--- config.mk ---
export PLATFORM = sky130hd
export DESIGN_NAME = pmt_timer
export DESIGN_NICKNAME = d
export VERILOG_FILES = /design/src/shared/pmt_pkg.sv /design/src/core/pmt_divider.sv /design/src/core/pmt_timer.sv
export SDC_FILE = /design/constraint.sdc
export NUM_CORES = 1
export LEC_CHECK = 0
export ABC_AREA = 1
export BUFFER_PORTS_ARGS = -buffer_cell sky130_fd_sc_hd__buf_2
export CORE_MARGIN = 4
export CORE_UTILIZATION = 50
export CTS_CLUSTER_DIAMETER = 100
export DETAILED_ROUTE_END_ITERATION = 12
export PLACE_DENSITY_LB_ADDON = 0.08
export SETUP_SLACK_MARGIN = 0.1
export SYNTH_ARGS = -nofsm -noshare
export SYNTH_HDL_FRONTEND = slang
export SYNTH_SLANG_ARGS = --single-unit
--- constraint.sdc ---
create_clock -name pclk -period 5.3 [get_ports pclk]
set_input_delay 0.795 -clock pclk [delete_from_list [all_inputs] [get_ports pclk]]
set_output_delay 0.795 -clock pclk [all_outputs]
set_load 0.01 [all_outputs]
--- src/shared/pmt_pkg.sv ---
// Constants shared by the period match timer and its divider.
// Assumes an APB slave with 32-bit data, one register per aligned word.
package pmt_pkg;
    // ------------------------------------------------------------
    // Register map
    // ------------------------------------------------------------
    localparam logic [7:0] PMT_ADDR_CONTROL = 8'h00;
    localparam logic [7:0] PMT_ADDR_PERIOD = 8'h04;
    localparam logic [7:0] PMT_ADDR_COUNT = 8'h08;
    localparam logic [7:0] PMT_ADDR_STATUS = 8'h0c;
    localparam logic [7:0] PMT_ADDR_IRQ_EN = 8'h10;
    localparam logic [7:0] PMT_ADDR_IRQ_CLR = 8'h14;
    // ------------------------------------------------------------
    // Control fields
    // ------------------------------------------------------------
    localparam int PMT_OUTDIV_LSB = 3;
    localparam int PMT_OUTDIV_MSB = 6;
    localparam int PMT_RUN_BIT = 2;
    localparam int PMT_INDIV_LSB = 0;
    localparam int PMT_INDIV_MSB = 1;
    localparam logic [6:0] PMT_CONTROL_MASK = 7'h7f;
    // ------------------------------------------------------------
    // Reset values
    // ------------------------------------------------------------
    localparam logic [6:0] PMT_CONTROL_RESET = 7'h00;
    localparam logic [7:0] PMT_COUNT_RESET = 8'h00;
    localparam logic [7:0] PMT_PERIOD_RESET = 8'hff;
    // ------------------------------------------------------------
    // Input divider terminal counts (ratio minus one)
    // ------------------------------------------------------------
    localparam logic [5:0] PMT_INDIV_TC_1 = 6'h00;
    localparam logic [5:0] PMT_INDIV_TC_4 = 6'h03;
    localparam logic [5:0] PMT_INDIV_TC_16 = 6'h0f;
    localparam logic [5:0] PMT_INDIV_TC_64 = 6'h3f;
endpackage

--- src/core/pmt_divider.sv ---
// Programmable divide-by-(terminal+1) counter with synchronous clear.
// Assumes one clock and an active-low asynchronous reset.
`timescale 1ns/1ps
module pmt_divider
    import pmt_pkg::*;
#(
    parameter int WIDTH = 6
) (
    input wire logic pclk,
    input wire logic presetn,
    input wire logic clear,
    input wire logic tick,
    input wire logic [WIDTH-1:0] terminal,
    output logic done
);
    logic [WIDTH-1:0] cnt;
    logic [WIDTH-1:0] next_cnt;

    always_comb begin
        next_cnt = cnt;
        done = 1'b0;
        if (clear) begin
            next_cnt = '0;
        end else if (tick) begin
            if (cnt >= terminal) begin
                next_cnt = '0;
                done = 1'b1;
            end else begin
                next_cnt = cnt + WIDTH'(1);
            end
        end
    end

    always_ff @(posedge pclk or negedge presetn) begin
        if (!presetn) begin
            cnt <= '0;
        end else begin
            cnt <= next_cnt;
        end
    end
endmodule // pmt_divider

--- src/core/pmt_timer.sv ---
// Eight-bit period match timer with input and output dividers, APB slave.
// Assumes pclk is the instruction clock; sleep_req comes from the same domain.
//
// Contract
// Sleep stops counting, matches and flags
// Count and period held during sleep
// Output divider field bits 6..3, ratio N+1
// Run bit at control bit 2
// Input divider bits 1..0: 1,4,16,64
// Control bit 7 reads zero, ignores writes
// Control bits read/write, reset to zero
// Count increments, wraps on period match
// Output divider completion sets match flag
// Reset clears count, period to all ones
// Count/control writes clear both dividers
// Run off holds count, no matches
`timescale 1ns/1ps
module pmt_timer
    import pmt_pkg::*;
(
    input wire logic pclk,
    input wire logic presetn,
    input wire logic psel,
    input wire logic penable,
    input wire logic pwrite,
    input wire logic [7:0] paddr,
    input wire logic [31:0] pwdata,
    output logic [31:0] prdata,
    output logic pready,
    output logic pslverr,
    input wire logic sleep_req,
    output logic match_out,
    output logic irq
);
    // ------------------------------------------------------------
    // State
    // ------------------------------------------------------------
    logic [6:0] timer_control;
    logic [7:0] timer_period;
    logic [7:0] count_value;
    logic match_flag;
    logic match_irq_enable;
    logic [31:0] rdata_q;
    logic slverr_q;
    logic match_q;
    logic irq_q;
    logic [6:0] next_control;
    logic [7:0] next_period;
    logic [7:0] next_count;
    logic next_flag;
    logic next_irq_enable;
    logic [31:0] next_rdata;
    logic next_slverr;
    logic next_match;
    logic ready_q;
    logic next_ready;
    logic next_irq;

    logic setup;
    logic access;
    logic wr;
    logic rd;
    logic known;
    logic div_clear;
    logic active;
    logic in_tick;
    logic match_now;
    logic out_done;
    logic [5:0] in_terminal;
    logic timer_run;
    logic [1:0] input_divider_select;
    logic [3:0] output_divider_select;

    assign setup = psel && !penable;
    assign access = psel && penable && ready_q;
    assign wr = access && pwrite;
    assign rd = access && !pwrite;
    assign known = (paddr == PMT_ADDR_CONTROL) || (paddr == PMT_ADDR_PERIOD) ||
                   (paddr == PMT_ADDR_COUNT) || (paddr == PMT_ADDR_STATUS) ||
                   (paddr == PMT_ADDR_IRQ_EN) || (paddr == PMT_ADDR_IRQ_CLR);

    assign timer_run = timer_control[PMT_RUN_BIT];
    assign input_divider_select = timer_control[PMT_INDIV_MSB:PMT_INDIV_LSB];
    assign output_divider_select = timer_control[PMT_OUTDIV_MSB:PMT_OUTDIV_LSB];

    // ------------------------------------------------------------
    // Divider chain
    // ------------------------------------------------------------
    // Writes to count or control restart both dividers
    assign div_clear = wr && ((paddr == PMT_ADDR_CONTROL) || (paddr == PMT_ADDR_COUNT));
    // Sleep and run-off gate every tick at its source
    assign active = timer_run && !sleep_req;

    always_comb begin
        case (input_divider_select)
            2'b00: in_terminal = PMT_INDIV_TC_1;
            2'b01: in_terminal = PMT_INDIV_TC_4;
            2'b10: in_terminal = PMT_INDIV_TC_16;
            default: in_terminal = PMT_INDIV_TC_64;
        endcase
    end

    pmt_divider #(.WIDTH(6)) u_in_div (
        .pclk(pclk),
        .presetn(presetn),
        .clear(div_clear),
        .tick(active),
        .terminal(in_terminal),
        .done(in_tick)
    );

    // Compare is made on the divided edge, so a count written equal to the
    // period still wraps one divided tick later.
    assign match_now = in_tick && (count_value == timer_period);

    pmt_divider #(.WIDTH(4)) u_out_div (
        .pclk(pclk),
        .presetn(presetn),
        .clear(div_clear),
        .tick(match_now),
        .terminal(output_divider_select),
        .done(out_done)
    );

    // ------------------------------------------------------------
    // Register next values
    // ------------------------------------------------------------
    always_comb begin
        next_control = timer_control;
        next_period = timer_period;
        next_count = count_value;
        next_flag = match_flag;
        next_irq_enable = match_irq_enable;
        next_match = match_now;
        if (in_tick) begin
            next_count = match_now ? 8'h00 : count_value + 8'h01;
        end
        if (wr) begin
            case (paddr)
                PMT_ADDR_CONTROL: next_control = pwdata[6:0] & PMT_CONTROL_MASK;
                PMT_ADDR_PERIOD: next_period = pwdata[7:0];
                PMT_ADDR_COUNT: next_count = pwdata[7:0];
                PMT_ADDR_IRQ_EN: next_irq_enable = pwdata[0];
                PMT_ADDR_IRQ_CLR: next_flag = match_flag && !pwdata[0];
                default: next_flag = match_flag;
            endcase
        end
        // Set wins over a clear in the same cycle
        if (out_done) begin
            next_flag = 1'b1;
        end
        next_irq = next_flag && next_irq_enable;
    end

    always_ff @(posedge pclk or negedge presetn) begin
        if (!presetn) begin
            timer_control <= PMT_CONTROL_RESET;
            timer_period <= PMT_PERIOD_RESET;
            count_value <= PMT_COUNT_RESET;
            match_flag <= 1'b0;
            match_irq_enable <= 1'b0;
            match_q <= 1'b0;
            irq_q <= 1'b0;
        end else begin
            timer_control <= next_control;
            timer_period <= next_period;
            count_value <= next_count;
            match_flag <= next_flag;
            match_irq_enable <= next_irq_enable;
            match_q <= next_match;
            irq_q <= next_irq;
        end
    end

    // ------------------------------------------------------------
    // Bus response
    // ------------------------------------------------------------
    // Decoded in the setup cycle and registered, so every bus output leaves a
    // flip-flop; a read returns the value one cycle before the access edge.
    always_comb begin
        next_ready = setup;
        next_slverr = setup && !known;
        next_rdata = rdata_q;
        if (setup && !pwrite) begin
            case (paddr)
                PMT_ADDR_CONTROL: next_rdata = {25'h0000000, timer_control};
                PMT_ADDR_PERIOD: next_rdata = {24'h000000, timer_period};
                PMT_ADDR_COUNT: next_rdata = {24'h000000, count_value};
                PMT_ADDR_STATUS: next_rdata = {31'h00000000, match_flag};
                PMT_ADDR_IRQ_EN: next_rdata = {31'h00000000, match_irq_enable};
                default: next_rdata = 32'h00000000;
            endcase
        end
    end

    always_ff @(posedge pclk or negedge presetn) begin
        if (!presetn) begin
            ready_q <= 1'b0;
            slverr_q <= 1'b0;
            rdata_q <= 32'h00000000;
        end else begin
            ready_q <= next_ready;
            slverr_q <= next_slverr;
            rdata_q <= next_rdata;
        end
    end

    // ------------------------------------------------------------
    // Outputs
    // ------------------------------------------------------------
    assign pready = ready_q;
    assign prdata = rdata_q;
    assign pslverr = slverr_q;
    assign match_out = match_q;
    assign irq = irq_q;

    // ------------------------------------------------------------
    // Checks
    // ------------------------------------------------------------
    a_sleep_freeze: assert property (@(posedge pclk) disable iff (!presetn)
        sleep_req && !wr |=> !match_q && $stable(count_value))
        else $error("count moved during sleep");
    a_sleep_period: assert property (@(posedge pclk) disable iff (!presetn)
        sleep_req && !wr |=> $stable(timer_period))
        else $error("period moved during sleep");
    a_run_hold: assert property (@(posedge pclk) disable iff (!presetn)
        !timer_run && !wr |=> $stable(count_value) && !match_q)
        else $error("count moved while stopped");
    a_bit7_zero: assert property (@(posedge pclk) disable iff (!presetn)
        rd && paddr == PMT_ADDR_CONTROL |-> prdata[31:7] == 25'h0)
        else $error("control bit 7 not zero");
    a_match_wrap: assert property (@(posedge pclk) disable iff (!presetn)
        match_now && !wr |=> count_value == 8'h00 && match_q)
        else $error("match did not wrap count");
    a_count_step: assert property (@(posedge pclk) disable iff (!presetn)
        in_tick && !match_now && !wr |=> count_value == $past(count_value) + 8'h01)
        else $error("count did not step");
    a_flag_set: assert property (@(posedge pclk) disable iff (!presetn)
        out_done |=> match_flag)
        else $error("flag not set on divider completion");
    a_ctrl_keep: assert property (@(posedge pclk) disable iff (!presetn)
        wr && paddr == PMT_ADDR_CONTROL && !in_tick |=> $stable(count_value))
        else $error("control write disturbed count");
    a_irq_level: assert property (@(posedge pclk) disable iff (!presetn)
        match_flag && match_irq_enable |-> irq)
        else $error("irq missing");
    a_ctrl_write: assert property (@(posedge pclk) disable iff (!presetn)
        wr && paddr == PMT_ADDR_CONTROL |=> timer_control == $past(pwdata[6:0]))
        else $error("control write lost");
    a_sleep_tick: assert property (@(posedge pclk) disable iff (!presetn)
        sleep_req |-> !in_tick && !out_done)
        else $error("tick during sleep");
    a_sleep_flag: assert property (@(posedge pclk) disable iff (!presetn)
        sleep_req && !wr |=> $stable(match_flag))
        else $error("flag moved during sleep");
    a_run_tick: assert property (@(posedge pclk) disable iff (!presetn)
        !timer_run |-> !in_tick && !match_now)
        else $error("tick while stopped");
    a_run_flag: assert property (@(posedge pclk) disable iff (!presetn)
        !timer_run && !wr |=> $stable(match_flag))
        else $error("flag moved while stopped");
    a_div1_tick: assert property (@(posedge pclk) disable iff (!presetn)
        active && input_divider_select == 2'b00 && !div_clear |-> in_tick)
        else $error("ratio one missed a tick");
    a_div_gap: assert property (@(posedge pclk) disable iff (!presetn)
        in_tick && input_divider_select != 2'b00 |=> !in_tick)
        else $error("divided ticks too close");
    a_tick_match: assert property (@(posedge pclk) disable iff (!presetn)
        match_now |-> in_tick && count_value == timer_period)
        else $error("match without equality");
    a_count_load: assert property (@(posedge pclk) disable iff (!presetn)
        wr && paddr == PMT_ADDR_COUNT |=> count_value == $past(pwdata[7:0]))
        else $error("count write lost");
    a_clear_tick: assert property (@(posedge pclk) disable iff (!presetn)
        div_clear |-> !in_tick && !out_done)
        else $error("divider advanced on clear");
    a_period_hold: assert property (@(posedge pclk) disable iff (!presetn)
        !wr |=> $stable(timer_period))
        else $error("period moved without write");
    a_out_match: assert property (@(posedge pclk) disable iff (!presetn)
        out_done |-> match_now)
        else $error("output divider done without match");
    a_out_one: assert property (@(posedge pclk) disable iff (!presetn)
        output_divider_select == 4'h0 |-> out_done == match_now)
        else $error("ratio one output divider wrong");
    a_out_gap: assert property (@(posedge pclk) disable iff (!presetn)
        out_done && output_divider_select != 4'h0 |=> !out_done)
        else $error("output divider done too soon");
    a_flag_sticky: assert property (@(posedge pclk) disable iff (!presetn)
        match_flag && !(wr && paddr == PMT_ADDR_IRQ_CLR) |=> match_flag)
        else $error("flag lost without clear");
    a_flag_cause: assert property (@(posedge pclk) disable iff (!presetn)
        !match_flag && !out_done |=> !match_flag)
        else $error("flag set without divider completion");
    a_irq_mask: assert property (@(posedge pclk) disable iff (!presetn)
        !match_irq_enable |-> !irq)
        else $error("irq while disabled");
    a_irq_cause: assert property (@(posedge pclk) disable iff (!presetn)
        !match_flag |-> !irq)
        else $error("irq without flag");

    // ------------------------------------------------------------
    // Bus checks
    // ------------------------------------------------------------
    a_ready_setup: assert property (@(posedge pclk) disable iff (!presetn)
        setup |=> pready)
        else $error("ready missing in access");
    a_ready_idle: assert property (@(posedge pclk) disable iff (!presetn)
        !setup |=> !pready)
        else $error("ready outside access");
    a_slverr_map: assert property (@(posedge pclk) disable iff (!presetn)
        setup && !known |=> pslverr)
        else $error("unmapped access not flagged");
endmodule // pmt_timer

==> run metrics <==
clock sink count=47; ratio of cells with drive above 1 in the final layout=between 15 and 20%; Clock Path Buffers=2; first-pass detailed-route iteration total=4; die height=around 86 um; Post-DRT Antenna Nets=0; top layer in use=met4; Port Buffers=33; Clock Pin Slew Worst Setup and Hold Paths=approximately 0.09 ns; delay-heaviest family, CP=simple AND/OR/NAND/NOR gates; overall die area=about 0.0074 sq mm; Tcrit/Tclk final=between 40 and 50%; Post-synth ARST share=100%; Setup TNS=0 ns; status=complete, no violations; peak supply drop=0.0961 mV; hold slack=0.481 ns; filler instances=between 500 and 600; hold-critical path depth=2; commonest non-fill, non-tap cells in the layout=nand2_1 (126), inv_1 (48), dfrtp_1 (39); postcts setup bufs=0; cts hold-fix bufs=0; Worst Max-Slew Pin Slew=approximately 1.1 ns; buffers plus inverters on the worst setup path=1; DR WL/cell=between 10 and 15 um; area growth from synthesis to layout=7.03%; total CTS buffers=5; Worst Hold Endpoint=prdata[6]$_DFFE_PN0P_; clock skew=0.00811 ns; first-pass GRT wire length=~11 mm; flop-to-flop setup slack=3.17 ns; Hold Path Class=register to register; CP Data Arrival Time=around 2.4 ns; DR vias=~2500; initial antenna violation count=0; slowest cell on the critical path=dfrtp_1; Power Dens Cells=~190 mW/mm^2; Seq. cell area=approximately 0.0012 sq mm; worst path required time=5.54 ns; Final setup viols=0; area of the multi-input gates=roughly 0.0015 sq mm; Fmax=0.470 GHz; R2R Path End=count_value[6]$_DFF_PN0_; WL met3=~210 um; most common cell after layout, fill and taps aside=nand2_1; nets@finish=499; routed wl met2=3.14 mm; Final Hold Viols=0; Design Area, Final=~0.0033 sq mm; CP Capture Type=register; Final Max Tran Viols=0; DP HPWL=approximately 5.0 mm; Pleak=around 1.7 nW; #FFs+latches synth=between 40 and 50; RSZ-0062 raised after global routing=false; synthesized area=approximately 0.0031 sq mm; FP Rows=28; syn avg cell area=7.55 sq um; 1st-iter DRT viols=about 110; I/O pins=82; # resized after CTS=0; Rel. slew slack=slightly below 30%; H-tree depth=2; Worst Path Class, Setup=register to register; top_reg_cell synth=dfrtp_1; total track usage=a little under a fifth; DRC=0; crit path launch type=register; Max-Cap Viols=0; hold path start=prdata[6]$_DFFE_PN0P_; DRT Wirelength=6.49 mm; root buf cell=clkbuf_8; Netlist cell types=37; Worst R2R Path Depth=11; CP cell instances=nand2_1 > ha_1 > nand2_1 > inv_1 > a21oi_1 > nand2_1 > nand2_1 > nor2_8 > a21oi_4 > nand3_1 > nand2_1; Post-Synthesis Cells=between 400 and 500; Via-to-Cell Ratio=4.86; Yosys Warn Count=0; ANT cells=0; most frequent CP cell=nand2_1; global route total overflow=0; Initial Utilization=~52%; Die X=86.2 um; RD Place Congestion=0.810; Crit path largest cell delay=~0.46 ns; Reg2Reg Launch Point=timer_control[1]$_DFFE_PN0P_; largest net degree at the start of global routing=between 40 and 50; CTS tree=built; sequential area share after synthesis=between 30% and 40%; area of placed instances=0.00319 sq mm; EDFF count, synth=0; vias in the first global route=2403; core area=0.00592 sq mm; crit path time final=2.13 ns; worst-path fanout max=16; Routed met1 length=just over 3 mm; Worst-Skew Late Latency=around 0.30 ns
==> cell usage after synthesis, types with 2 or more instances <==
cell / instances / area [sq um]
nand2_1: 126 / 473
inv_1: 48 / 180
dfrtp_1: 39 / 976
o21ai_0: 26 / 130
nor2_1: 25 / 93.8
buf_4: 24 / 180
nand3_1: 17 / 85.1
a21oi_1: 13 / 65.1
ha_1: 13 / 163
dfstp_2: 8 / 210
inv_2: 8 / 30.0
nor3_1: 8 / 40.0
o22ai_1: 8 / 50.1
o21ai_1: 5 / 25.0
nand2_2: 4 / 25.0
nand2_4: 3 / 33.8
nor2_4: 3 / 33.8
buf_6: 2 / 22.5
clkbuf_1: 2 / 7.51
nand3_2: 2 / 20.0
nor2_2: 2 / 12.5
nor2_8: 2 / 40.0
xnor2_1: 2 / 17.5
xor2_1: 2 / 17.5
==> worst max-delay path by stage <==
stage,from,to,slack [ns],cells after the start
floorplan,paddr[7],count_value[0]$_DFF_PN0_,3.41,9
global placement,paddr[1],irq$_DFF_PN0_,3.07,11
detailed placement,paddr[1],irq$_DFF_PN0_,3.04,11
CTS,timer_control[1]$_DFFE_PN0P_,count_value[6]$_DFF_PN0_,3.17,14
global route,timer_control[1]$_DFFE_PN0P_,count_value[6]$_DFF_PN0_,2.92,15
finish,timer_control[1]$_DFFE_PN0P_,count_value[6]$_DFF_PN0_,3.17,11
==> worst reg2reg max path, delay by kind of cell (launching register included) <==
kind / cells / cell delay (ns)
and+or+nand+nor: 7 / 0.84
DFF: 1 / 0.46
AOI/OAI and AO/OA: 2 / 0.43
adders and majority gates: 1 / 0.30
buffers and inverters: 1 / 0.05
==> cell type report <==
| cell class | instances | area share, % |
|---|---|---|
| clock buffer | 8 | 2.45 |
| tap | 75 | 2.87 |
| multi-input combinational | 296 | 46.9 |
| timing repair buffer | 33 | 5.04 |
| inverter | 57 | 6.53 |
| sequential | 47 | 36.2 |
==> sequential cells by signal (all words and copies together) (netlist names) <==
| register | flops |
|---|---|
| count_value | 8 |
| irq | 1 |
| match_flag | 1 |
| match_irq_enable | 1 |
| match_out | 1 |
| prdata | 8 |
| pready | 1 |
| pslverr | 1 |
| timer_control | 7 |
| timer_period | 8 |
| u_in_div.cnt | 6 |
| u_out_div.cnt | 4 |
==> where the power goes <==
group | internal [W] | switching (W)
logic | 0.0000159 | 0.0000385
registers | 0.000363 | 0.00000377
clock network | 0.0000940 | 0.000117
==> logic make-up after synthesis <==
group	after synthesis	synth area share (%)
AOI/OAI and AO/OA	58	10.8
adders and majority gates	13	5.32
and+or+nand+nor	197	30.0
buffers and inverters	85	13.9
DFF	47	38.8
other	1	0.123
xor gates and xnor gates	4	1.15
==> per-layer routing <==
layer	global-route usage (%)	up-vias
met1	25.6	1151
li1	-	1307
met4	4.96	0
met3	3.42	8
met5	0	-
met2	31.9	41
==> metrics by stage <==
stage	std cells	utilization [%]	worst slack (ns)	total power (W)
final	516	55.3	3.17	0.000632
after global routing	516	55.3	2.92	0.000662
after CTS	516	55.3	3.17	0.000640
after detailed placement	508	54.0	3.04	0.000429
after global placement	508	54.0	3.07	0.000427
after floorplan	428	-	3.41	0.000417
Note: power is estimated with default switching activity, not from simulation.
